### src/core/xosc_pkg.sv
// constants and types of the crystal oscillator clock gating block
//
// Notes on behaviour
// [RQ1] control bit 7 gates peripheral reference clock
// [RQ2] bit 5 keeps peripheral clock through stop
// [RQ3] bits 6 and 4 read zero always
// [RQ4] bits 3..0 select 2/4/8/16 pF loads
// [RQ5] eight-bit read-write control, resets to zero
// [RQ6] software keeps range settings while oscillator runs
// [RQ7] system clock in run mode only
// [RQ8] bypass forwards input pin clock directly
// [RQ9] drive pin released to GPIO in bypass
// [RQ10] output off until 4096 raw cycles seen
// [RQ11] startup counter cleared while not generating
// [RQ12] registers keep through stop, reset on deep wake
// [RQ13] gate switches only while source is low
package xosc_pkg;

  localparam int unsigned APB_AW         = 12;
  localparam int unsigned APB_DW         = 32;

  localparam logic [11:0] OFFS_CTRL      = 12'h000;
  localparam logic [11:0] OFFS_CFG       = 12'h004;
  localparam logic [11:0] OFFS_STAT      = 12'h008;

  localparam int unsigned CTRL_W         = 8;
  localparam logic [7:0]  CTRL_RESET     = 8'h00;
  localparam logic [7:0]  CTRL_WMASK     = 8'haf;
  localparam int unsigned CTRL_PERIPH_EN = 7;
  localparam int unsigned CTRL_STOP_KEEP = 5;
  localparam int unsigned CTRL_CAP2      = 3;
  localparam int unsigned CTRL_CAP4      = 2;
  localparam int unsigned CTRL_CAP8      = 1;
  localparam int unsigned CTRL_CAP16     = 0;

  localparam int unsigned CFG_W          = 3;
  localparam logic [2:0]  CFG_RESET      = 3'h0;
  localparam int unsigned CFG_OSC_EN     = 0;
  localparam int unsigned CFG_CRYSTAL    = 1;
  localparam int unsigned CFG_SLOW_EN    = 2;

  localparam int unsigned STAT_W         = 6;
  localparam int unsigned STAT_DONE      = 4;
  localparam int unsigned STAT_PERIPH    = 5;

  localparam int unsigned STARTUP_CNT_W  = 13;
  localparam logic [12:0] STARTUP_CYCLES = 13'h1000;

  localparam int unsigned PIN_W          = 2;
  localparam int unsigned PIN_INPUT      = 0;
  localparam int unsigned PIN_DRIVE      = 1;

  localparam int unsigned NUM_GATES      = 3;
  localparam int unsigned GATE_SYS       = 0;
  localparam int unsigned GATE_PERIPH    = 1;
  localparam int unsigned GATE_SLOW      = 2;

  typedef enum logic [3:0] {
    ST_OFF     = 4'h1,
    ST_STARTUP = 4'h2,
    ST_STABLE  = 4'h4,
    ST_EXTCLK  = 4'h8
  } xosc_state_e;

endpackage : xosc_pkg

### src/core/xosc_startup_counter.sv
// startup counter that qualifies the raw oscillation
`timescale 1ns/1ps
module xosc_startup_counter (
  input  wire logic sys_clk,
  input  wire logic resetn,
  input  wire logic countClear,
  input  wire logic rawEdge,
  output logic      startupCountDone
);
  import xosc_pkg::*;

  logic [STARTUP_CNT_W-1:0] count_r;
  logic [STARTUP_CNT_W-1:0] count_nxt;
  logic                     done_r;
  logic                     lastEdge;

  assign count_nxt = count_r + 13'h0001;
  assign lastEdge  = rawEdge && (count_nxt == STARTUP_CYCLES);

  always_ff @(posedge sys_clk) begin
    if (!resetn || countClear) begin // RQ11
      count_r <= '0;
      done_r  <= 1'b0;
    end else if (rawEdge && !done_r) begin
      count_r <= count_nxt;
      done_r  <= lastEdge; // RQ10
    end
  end

  assign startupCountDone = done_r;

endmodule : xosc_startup_counter

### src/core/xosc_clk_gate.sv
// glitch-free gate cell for one clock output
`timescale 1ns/1ps
module xosc_clk_gate (
  input  wire logic sys_clk,
  input  wire logic resetn,
  input  wire logic srcClk,
  input  wire logic enableReq,
  output logic      gateOn,
  output logic      clkOut
);
  logic gateOn_r;
  logic clkOut_r;

  always_ff @(posedge sys_clk) begin
    if (!resetn) begin
      gateOn_r <= 1'b0;
    end else if (!srcClk) begin
      gateOn_r <= enableReq; // RQ13
    end
  end

  always_ff @(posedge sys_clk) begin
    if (!resetn) begin
      clkOut_r <= 1'b0;
    end else begin
      clkOut_r <= srcClk & gateOn_r;
    end
  end

  assign gateOn = gateOn_r;
  assign clkOut = clkOut_r;

endmodule : xosc_clk_gate

### src/core/xosc_clock_gating.sv
// crystal oscillator control, clock gating and register slave
`timescale 1ns/1ps
module xosc_clock_gating (
  input  wire logic                       sys_clk,
  input  wire logic                       resetn,
  input  wire logic                       psel,
  input  wire logic                       penable,
  input  wire logic                       pwrite,
  input  wire logic [xosc_pkg::APB_AW-1:0] paddr,
  input  wire logic [xosc_pkg::APB_DW-1:0] pwdata,
  input  wire logic [3:0]                 pstrb,
  output logic      [xosc_pkg::APB_DW-1:0] prdata,
  output logic                            pready,
  output logic                            pslverr,
  input  wire logic                       stopMode,
  input  wire logic                       veryLowLeakageWake,
  input  wire logic                       gpioAltSel,
  input  wire logic                       gpioOut,
  input  wire logic                       gpioOe,
  output logic                            gpioIn,
  input  wire logic                       oscInputPin,
  input  wire logic                       oscDrivePinIn,
  output logic                            oscDrivePinOut,
  output logic                            oscDrivePinOe,
  output logic                            oscSystemClk,
  output logic                            oscPeriphRefClk,
  output logic                            oscSlow32kClk,
  output logic                            startupCountDone,
  output logic                            loadCap2pfSel,
  output logic                            loadCap4pfSel,
  output logic                            loadCap8pfSel,
  output logic                            loadCap16pfSel
);
  import xosc_pkg::*;

  // word address match, shared by read and write decode
  function automatic logic isReg(input logic [APB_AW-1:0] addr,
                                 input logic [11:0]       offs);
    isReg = (addr[APB_AW-1:2] == offs[APB_AW-1:2]);
  endfunction : isReg

  // register bus
  logic [APB_DW-1:0] prdata_r;
  logic              pready_r;
  logic              pslverr_r;
  logic              accessPhase;
  logic              commit;
  logic              hitCtrl;
  logic              hitCfg;
  logic              hitStat;
  logic              mapped;
  logic              wrCtrl;
  logic              wrCfg;
  logic [APB_DW-1:0] rdataMux;

  // software state
  logic [CTRL_W-1:0] ctrl_r;
  logic [CTRL_W-1:0] ctrl_nxt;
  logic [CFG_W-1:0]  cfg_r;
  logic [CFG_W-1:0]  cfg_nxt;
  logic [STAT_W-1:0] status;
  logic              regClear;

  // pin inputs
  logic [PIN_W-1:0]  pinSync1_r;
  logic [PIN_W-1:0]  pinSync2_r;
  logic [PIN_W-1:0]  pinSync3_r;
  logic [PIN_W-1:0]  pinLevel_r;
  logic [PIN_W-1:0]  pinLevel_nxt;
  logic [PIN_W-1:0]  pinAgree;
  logic              rawOscClk;
  logic              rawPrev_r;
  logic              rawEdge;

  // oscillator state
  xosc_state_e       state_r;
  xosc_state_e       state_nxt;
  logic              oscEnable;
  logic              crystalSel;
  logic              generating;
  logic              clkRunning;
  logic              countDone;

  // stop handling
  logic              stopPrev_r;
  logic              keepArmed_r;
  logic              stopEntry;

  // gates
  logic [NUM_GATES-1:0] gateWant;
  logic [NUM_GATES-1:0] gateOn;
  logic [NUM_GATES-1:0] gateClk;

  // drive pin
  logic              drivePinOut_r;
  logic              drivePinOe_r;
  logic              drivePinOut_nxt;
  logic              drivePinOe_nxt;
  logic              pinReleased;

  // ------------------------------------------------------------------
  // register slave: setup, one wait cycle, then pready for one cycle
  assign accessPhase = psel & penable;
  assign commit      = accessPhase & pready_r;
  assign hitCtrl     = isReg(paddr, OFFS_CTRL);
  assign hitCfg      = isReg(paddr, OFFS_CFG);
  assign hitStat     = isReg(paddr, OFFS_STAT);
  assign mapped      = hitCtrl | hitCfg | hitStat;
  assign wrCtrl      = commit & pwrite & hitCtrl & pstrb[0];
  assign wrCfg       = commit & pwrite & hitCfg & pstrb[0];

  assign rdataMux = hitCtrl ? {24'h000000, ctrl_r} :
                    hitCfg  ? {29'h00000000, cfg_r} :
                    hitStat ? {26'h0000000, status} :
                              32'h00000000;

  always_ff @(posedge sys_clk) begin
    if (!resetn) begin
      pready_r <= 1'b0;
    end else begin
      pready_r <= accessPhase & ~pready_r;
    end
  end

  always_ff @(posedge sys_clk) begin
    if (!resetn) begin
      prdata_r  <= '0;
      pslverr_r <= 1'b0;
    end else if (accessPhase && !pready_r) begin
      prdata_r  <= pwrite ? 32'h00000000 : rdataMux;
      pslverr_r <= ~mapped;
    end else begin
      prdata_r  <= '0;
      pslverr_r <= 1'b0;
    end
  end

  // ------------------------------------------------------------------
  // control and configuration registers
  assign regClear = ~resetn | veryLowLeakageWake; // RQ12
  assign ctrl_nxt = pwdata[CTRL_W-1:0] & CTRL_WMASK; // RQ3
  assign cfg_nxt  = pwdata[CFG_W-1:0];

  always_ff @(posedge sys_clk) begin
    if (regClear) begin
      ctrl_r <= CTRL_RESET; // RQ5
    end else if (wrCtrl) begin
      ctrl_r <= ctrl_nxt; // RQ5
    end
  end

  always_ff @(posedge sys_clk) begin
    if (regClear) begin
      cfg_r <= CFG_RESET;
    end else if (wrCfg) begin
      cfg_r <= cfg_nxt;
    end
  end

  assign oscEnable  = cfg_r[CFG_OSC_EN];
  assign crystalSel = cfg_r[CFG_CRYSTAL];
  assign generating = oscEnable & crystalSel;

  assign status = {gateOn[GATE_PERIPH], countDone, state_r};

  // ------------------------------------------------------------------
  // pin synchronisers: a change counts once stages two and three agree
  assign pinAgree     = ~(pinSync2_r ^ pinSync3_r);
  assign pinLevel_nxt = (pinAgree & pinSync3_r) | (~pinAgree & pinLevel_r);

  always_ff @(posedge sys_clk) begin
    if (!resetn) begin
      pinSync1_r <= '0;
      pinSync2_r <= '0;
      pinSync3_r <= '0;
      pinLevel_r <= '0;
    end else begin
      pinSync1_r <= {oscDrivePinIn, oscInputPin};
      pinSync2_r <= pinSync1_r;
      pinSync3_r <= pinSync2_r;
      pinLevel_r <= pinLevel_nxt;
    end
  end

  assign rawOscClk = pinLevel_r[PIN_INPUT];
  assign rawEdge   = rawOscClk & ~rawPrev_r;

  always_ff @(posedge sys_clk) begin
    if (!resetn) begin
      rawPrev_r <= 1'b0;
    end else begin
      rawPrev_r <= rawOscClk;
    end
  end

  xosc_startup_counter uStartup (
    .sys_clk          (sys_clk),
    .resetn           (resetn),
    .countClear       (~generating), // RQ11
    .rawEdge          (rawEdge),
    .startupCountDone (countDone)
  );

  // ------------------------------------------------------------------
  // oscillator state
  always_comb begin
    state_nxt = state_r;
    case (state_r)
      ST_OFF: begin
        if (oscEnable) begin
          state_nxt = crystalSel ? ST_STARTUP : ST_EXTCLK;
        end
      end
      ST_STARTUP: begin
        if (!oscEnable) begin
          state_nxt = ST_OFF;
        end else if (!crystalSel) begin
          state_nxt = ST_EXTCLK;
        end else if (countDone) begin
          state_nxt = ST_STABLE; // RQ10
        end
      end
      ST_STABLE: begin
        if (!oscEnable) begin
          state_nxt = ST_OFF;
        end else if (!crystalSel) begin
          state_nxt = ST_EXTCLK;
        end
      end
      ST_EXTCLK: begin
        if (!oscEnable) begin
          state_nxt = ST_OFF;
        end else if (crystalSel) begin
          state_nxt = ST_STARTUP;
        end
      end
      default: begin
        state_nxt = ST_OFF;
      end
    endcase
  end

  always_ff @(posedge sys_clk) begin
    if (!resetn) begin
      state_r <= ST_OFF;
    end else begin
      state_r <= state_nxt;
    end
  end

  // bypass passes the pin clock with no startup wait
  assign clkRunning = (state_r == ST_STABLE) | (state_r == ST_EXTCLK); // RQ8

  // ------------------------------------------------------------------
  // stop entry captures whether the peripheral clock enable bit 7 was set
  assign stopEntry = stopMode & ~stopPrev_r;

  always_ff @(posedge sys_clk) begin
    if (!resetn) begin
      stopPrev_r  <= 1'b0;
      keepArmed_r <= 1'b0;
    end else begin
      stopPrev_r <= stopMode;
      if (stopEntry) begin
        keepArmed_r <= ctrl_r[CTRL_PERIPH_EN]; // RQ2
      end else if (!stopMode) begin
        keepArmed_r <= 1'b0;
      end
    end
  end

  assign gateWant[GATE_SYS]    = clkRunning & ~stopMode; // RQ7
  assign gateWant[GATE_PERIPH] = clkRunning & ctrl_r[CTRL_PERIPH_EN] & // RQ1
                                 (~stopMode | // RQ7
                                  (ctrl_r[CTRL_STOP_KEEP] & keepArmed_r));
  assign gateWant[GATE_SLOW]   = clkRunning & cfg_r[CFG_SLOW_EN]; // RQ7

  generate
    for (genvar g = 0; g < NUM_GATES; g++) begin : gGate
      xosc_clk_gate uGate (
        .sys_clk   (sys_clk),
        .resetn    (resetn),
        .srcClk    (rawOscClk),
        .enableReq (gateWant[g]),
        .gateOn    (gateOn[g]),
        .clkOut    (gateClk[g])
      );
    end
  endgenerate

  // ------------------------------------------------------------------
  // drive pin: amplifier output while generating, else GPIO or idle
  assign pinReleased = (state_r == ST_EXTCLK) & gpioAltSel; // RQ9

  assign drivePinOut_nxt = generating  ? ~rawOscClk :
                           pinReleased ? gpioOut    : 1'b0;
  assign drivePinOe_nxt  = generating | (pinReleased & gpioOe);

  always_ff @(posedge sys_clk) begin
    if (!resetn) begin
      drivePinOut_r <= 1'b0;
      drivePinOe_r  <= 1'b0;
    end else begin
      drivePinOut_r <= drivePinOut_nxt;
      drivePinOe_r  <= drivePinOe_nxt;
    end
  end

  // ------------------------------------------------------------------
  // outputs
  assign prdata           = prdata_r;
  assign pready           = pready_r;
  assign pslverr          = pslverr_r;
  assign gpioIn           = pinLevel_r[PIN_DRIVE];
  assign oscDrivePinOut   = drivePinOut_r;
  assign oscDrivePinOe    = drivePinOe_r;
  assign oscSystemClk     = gateClk[GATE_SYS];
  assign oscPeriphRefClk  = gateClk[GATE_PERIPH];
  assign oscSlow32kClk    = gateClk[GATE_SLOW];
  assign startupCountDone = countDone;
  assign loadCap2pfSel    = ctrl_r[CTRL_CAP2]; // RQ4
  assign loadCap4pfSel    = ctrl_r[CTRL_CAP4]; // RQ4
  assign loadCap8pfSel    = ctrl_r[CTRL_CAP8]; // RQ4
  assign loadCap16pfSel   = ctrl_r[CTRL_CAP16]; // RQ4

endmodule : xosc_clock_gating

### config.mk
export PLATFORM = sky130hd
export DESIGN_NAME = xosc_clock_gating
export DESIGN_NICKNAME = d
export VERILOG_FILES = /design/src/core/xosc_pkg.sv /design/src/core/xosc_startup_counter.sv /design/src/core/xosc_clk_gate.sv /design/src/core/xosc_clock_gating.sv
export SDC_FILE = /design/constraint.sdc
export NUM_CORES = 1
export LEC_CHECK = 0
export ABC_AREA = 1
export BUFFER_PORTS_ARGS = -buffer_cell sky130_fd_sc_hd__buf_4
export CAP_MARGIN = 40
export CORE_ASPECT_RATIO = 2
export CORE_MARGIN = 4
export CORE_UTILIZATION = 45
export CTS_BUF_LIST = sky130_fd_sc_hd__clkbuf_8 sky130_fd_sc_hd__clkbuf_16
export DETAILED_ROUTE_END_ITERATION = 8
export HOLD_SLACK_MARGIN = 0.1
export PLACE_DENSITY = 0.81
export RECOVER_POWER = 50
export SLEW_MARGIN = 20
export SYNTH_ARGS = -nofsm -noshare
export SYNTH_HDL_FRONTEND = slang
export SYNTH_SLANG_ARGS = --single-unit
export TNS_END_PERCENT = 5
### constraint.sdc
create_clock -name sys_clk -period 1.7 [get_ports sys_clk]
set_input_delay 0.17 -clock sys_clk [delete_from_list [all_inputs] [get_ports sys_clk]]
set_output_delay 0.17 -clock sys_clk [all_outputs]
set_load 0.01 [all_outputs]
Yosys cells after proc, flatten, opt, wreduce, memory -nomap -nowiden
Cells that the tools add are included.
{"block": "word_totals", "register_bits": 80, "output_inout_bits": 45, "word_cells": 112}
{"block": "classes", "addsub": 1, "n_eq_ne": 12, "n_mux": 17, "bitwise": 43, "n_reduce_logical": 13}
{"op": "4-bit 2-to-1 mux", "n": 9}
{"op": "1-bit AND", "n": 21}
{"op": "4-bit case mux with 4 select lines", "n": 1}
{"op": "13-bit by 1-bit adder with 13-bit output (second input constant)", "n": 1}
{"op": "13-bit == test (second input constant)", "n": 1}
{"op": "6-bit 2-to-1 mux", "n": 2}
{"op": "10-bit by 1-bit == test with 1-bit output (second input constant)", "n": 1}
{"op": "10-bit by 2-bit == test with 1-bit output (second input constant)", "n": 1}
{"op": "10-bit logical NOT", "n": 1}
{"op": "1-bit NOT", "n": 10}
{"op": "8-bit 2-to-1 mux", "n": 1}
{"op": "3-bit != test (second input constant)", "n": 2}
{"op": "1-bit OR", "n": 6}
{"op": "6-bit OR reduction", "n": 1}
{"op": "5-bit OR reduction", "n": 1}
{"op": "2-bit AND", "n": 2}
{"op": "4-bit by 1-bit == test with 1-bit output (second input constant)", "n": 1}
{"op": "4-bit by 2-bit == test with 1-bit output (second input constant)", "n": 1}
{"op": "4-bit by 3-bit == test with 1-bit output (second input constant)", "n": 1}
{"op": "4-bit == test (second input constant)", "n": 1}
{"op": "1-bit 2-to-1 mux", "n": 4}
{"op": "4-bit by 3-bit != test with 1-bit output (second input constant)", "n": 1}
{"op": "2-bit NOT", "n": 2}
{"op": "4-bit AND reduction", "n": 1}
{"op": "9 further kinds", "n": 13}

Depth between registers and ports, before layout
{"block": "logic_depth", "word_depth": 5, "ltp_mapped": 11, "mapped_depth_nobuf": 11}

By module
A second synthesis with hierarchy kept.
{"block": "hier_totals", "cells_unflattened": 408, "area_unflattened_um2": 2777.7}
{"mod": "xosc_clock_gating", "n_inst": 1, "cells_per_inst": 253, "area_each_um2": 1730.4, "seq_area_each_um2": 700.7}
{"mod": "xosc_startup_counter", "n_inst": 1, "cells_per_inst": 134, "area_each_um2": 863.3, "seq_area_each_um2": 280.3}
{"mod": "xosc_clk_gate", "n_inst": 3, "cells_per_inst": 7, "area_each_um2": 61.3, "seq_area_each_um2": 40.0}

Worst setup path after synthesis
Ideal clock, no wire load.
{"block": "synth_timing", "path_kind": "flip-flop to flip-flop", "start": "register uStartup.count_r[1]", "end": "register uStartup.done_r, in the netlist uStartup.startupCountDone", "arrival_ns": 1.340, "setup_slack_ns": 0.290, "stages_incl_launch_ff": 12, "path_buffers": 0, "path_cell_list": "dfxtp_1 -> ha_1 -> nand3_1 -> inv_1 -> nand2_1 -> nand2_1 -> nand2_1 -> nor2_1 -> nand2_1 -> nor2_1 -> nand2_1 -> a21oi_1"}
{"block": "synth_between", "elab_chain_len": 3}
{"element": "from (decl)", "line": "xosc_startup_counter.sv:12", "source": "logic [STARTUP_CNT_W-1:0] count_r;"}
{"element": "from (signal assigned)", "line": "xosc_startup_counter.sv:25", "source": "count_r <= count_nxt;"}
{"element": "13-bit by 1-bit adder with 13-bit output", "line": "xosc_startup_counter.sv:17", "source": "assign count_nxt = count_r + 13'h0001;"}
{"element": "13-bit == test", "line": "xosc_startup_counter.sv:18", "source": "assign lastEdge = rawEdge && (count_nxt == STARTUP_CYCLES);"}
{"element": "1-bit logical AND", "line": "xosc_startup_counter.sv:18"}
{"element": "to (signal assigned)", "line": "xosc_startup_counter.sv:26", "source": "done_r <= lastEdge;"}
{"element": "to (decl)", "line": "xosc_startup_counter.sv:14", "source": "logic done_r;"}
Every way passes these cells.
A chain may end at the register's enable or synchronous reset.

Worst setup path after layout
{"block": "layout_timing", "start": "register uStartup.count_r[0]", "end": "register uStartup.done_r, in the netlist uStartup.startupCountDone"}
Same word-level chain as after synthesis.

==> results.tsv <==
metric	value	unit
DRC	0	
setup repair bufs after CTS	0	
Ys Warns	0	
CTS clock-pin slew for the worst setup and hold paths	0.07	ns
Post-synth top cells	nand2_1, inv_1, dfxtp_1	
Max Cap Viol	0	
gr ovfl total	0	
GPL Wtd Cong	0.8828	
Root Driver	clkbuf_16	
Main synth FF type	dfxtp_1	
Pins Over Slew Limit	0	
worst stage delay on the critical path	0.32	ns
total global-route track usage	18.48	%
I/O Buffers	48	
WL/cell	13.01	µm
Startpoint Class	flip-flop	
number of diodes	0	
first-pass GRT wire length	10780	µm
Met3 Routed Length	320	µm
Clock Sinks	55	
syn_area_per_cell	7.125	µm²
FFs w/ async S/R, synth	0	%
power per cell area	814.2	mW/mm²
initial antenna violation count	0	
DR top layer	met4	
minimum clock period	1.502	ns
Initial Util	46.18	%
cell with the most instances after synthesis	nand2_1	
CP Data Required Time	1.93	ns
Worst Clk Skew	0.009697	ns
Filler cells	556	
DP Area	0.003025	mm²
CTS Buf Count	5	
DR pass1 iterations	4	
Post-Route WL	6415	µm
layout net count	493	
crit-path cells	ha_1, buf_4, xnor2_2, nand3_1, nor2_2, nand2_1, nor2_1, nand2_1, a21oi_1	
Most common cell on crit path	nand2_1	
reg2reg setup slack	0.20	ns
leading post-synthesis cells by cell area	dfxtp_1, nand2_1, inv_1, buf_4, o21ai_0	
Period Utilization, post-route	88.37	%
Layout Cell Area excl Fill	0.003132	mm²
crit-path max FO	2	
Synth area leader	dfxtp_1	
Syn Inst Count	370	
Die W	62.12	µm
Syn Std Cell Area	0.002636	mm²
FMAX	0.6656	GHz
Post-synth EDFFs	0	
pre-CTS WS	0.1778	ns
setup TNS	0	ns
status	finished clean	
Final setup viols	0	
vias per cell	5.079	
pin count of the biggest net entering global routing	21	
Leakage	1.421	nW
metal2 WL	3695	µm
FF+latch count, synth	55	
Die Y-Extent	116.2	µm
slowest cell on the critical path	dfxtp_1	
share of cells above drive strength 1	13.66	%
worst skew pair latency	0.30	ns
register area share after synthesis	41.77	%
Cell variety after synth	29	
Routed Antenna Nets	0	
Ports	105	
share of the synthesized area in the top cell type	41.77	%
core box area	0.005709	mm²
dpl hpwl	4984	µm
Worst Setup Slack, final	0.1977	ns
Via Count	2504	
CP Class	flip-flop to flip-flop	
vias in the first global route	2508	
Hold/Removal Path Class	primary input to flip-flop	
die area	0.007221	mm²
CP Capture Type	flip-flop	
relative max-transition margin	50.40	%
wire length on met1	2179	µm
Peak VDD IR	0.7194	mV
row count	39	
crit path DAT	1.74	ns
unrepaired setup endpoints after global routing	no	
H-tree depth	2	
count of final hold-check violations	0	
Initial DRC Count	138	
Worst-Margin Slew	0.7441	ns
Clock Tree Buf Depth	2	
Area Growth Syn to Fin	18.79	%
CTS tree	yes	
==> flip-flops by register name, summed over array words and instances (netlist names), named ones only <==
name and cells:
state_r 4, cfg_r 3, gGate.uGate.gateOn 3, rawPrev_r 1
uStartup.count_r 13, oscDrivePinOe 1, pinSync2_r 2, stopPrev_r 1
ctrl_r 6, uStartup.startupCountDone 1, pinSync3_r 2, gGate.uGate.clkOut 3
keepArmed_r 1, pslverr 1, prdata 7, pready 1
pinSync1_r 2, oscDrivePinOut 1
==> routing by layer <==
layer  GRT usage, %  up-vias
met5              0        -
met4          12.01        0
met3          2.887       17
met2          37.05       90
met1          16.40     1147
li1               -     1250
==> through the flow <==
stage	instances	total power, W	util, %	hold WS, ns
after CTS	493	0.002573	56.08	0.1275
after floorplan	394	0.001475	-	0.2676
final	493	0.002550	54.85	0.1264
after detailed placement	483	0.001510	52.99	0.3594
after global routing	493	0.002640	54.85	0.1428
after global placement	483	0.001505	52.99	0.3516
==> cell type report <==
| class | count | area (µm²) | share of cell area, % |
|---|---|---|---|
| Multi-Input combinational cell | 246 | 1184 | 37.79 |
| Sequential cell | 55 | 1102 | 35.20 |
| Timing Repair Buffer | 62 | 384.1 | 12.27 |
| Inverter | 61 | 229.0 | 7.311 |
| Clock buffer | 7 | 152.6 | 4.874 |
| Tap cell | 61 | 76.32 | 2.437 |
| Clock inverter | 1 | 3.754 | 0.1199 |
==> cell families after synthesis <==
kind of cell | synth area share [%]
AO/OA/AOI/OAI | 14.19
XOR/XNOR | 0.3323
other | 0.1422
AND/OR/NAND/NOR | 25.30
buffers and inverters | 17.32
flip-flops | 41.77
adder cells (fa/ha/maj) | 0.9491
==> placed cells by master (no fill, tap or decap), types with 2 or more instances in the layout <==
| cell type | synthesis | layout |
|---|---|---|
| clkbuf_16 | 0 | 5 |
| o22ai_1 | 2 | 2 |
| ha_1 | 2 | 2 |
| nor3_4 | 2 | 2 |
| nor2_1 | 35 | 32 |
| nor2_2 | 1 | 4 |
| o21ai_0 | 31 | 31 |
| inv_1 | 60 | 60 |
| a21oi_1 | 28 | 28 |
| nand3_2 | 1 | 2 |
| a31o_2 | 2 | 2 |
| o211ai_1 | 3 | 3 |
| nand2_1 | 73 | 73 |
| dfxtp_1 | 55 | 54 |
| buf_4 | 28 | 37 |
| clkbuf_8 | 0 | 2 |
| nand4_1 | 9 | 9 |
| nor3_1 | 9 | 10 |
| clkbuf_1 | 2 | 23 |
| dlygate4sd3_1 | 0 | 2 |
| nor3b_1 | 2 | 2 |
| inv_2 | 1 | 2 |
| conb_1 | 1 | 25 |
| nand3_1 | 14 | 13 |
==> where the power goes <==
part           total, W  leakage [nW]  switching (W)  internal (W)
combinational  0.000171         0.895       0.000100     0.0000706
clock           0.00107        0.0813       0.000445      0.000622
sequential      0.00131         0.445     0.00000960       0.00130
total           0.00255          1.42       0.000555       0.00200
==> worst paths after layout <==
kind,end,depth (start not counted),startpoint
hold reg to reg,pinSync2_r[0],2,pinSync1_r[0]
setup / recovery,uStartup.startupCountDone,9,uStartup.count_r[0]
hold / removal,stopPrev_r,3,stopMode
setup reg to reg,uStartup.startupCountDone,9,uStartup.count_r[0]
==> worst max-delay path: cells and delay by family, from the launching register on <==
kind	cells	cell delay [ns]
xor+xnor	1	0.16
flops	1	0.32
simple gates	5	0.46
fa+ha+maj	1	0.23
compound gates	1	0.11
buf+inv	1	0.16
==> timing repair <==
action / in CTS / in global routing
hold buffers: 2 / 0
gates resized for setup: 0 / 7
endpoints found under the hold margin: 2 / 0
setup endpoints to repair: 0 / 2
Note: power is estimated with default switching activity, not from simulation.
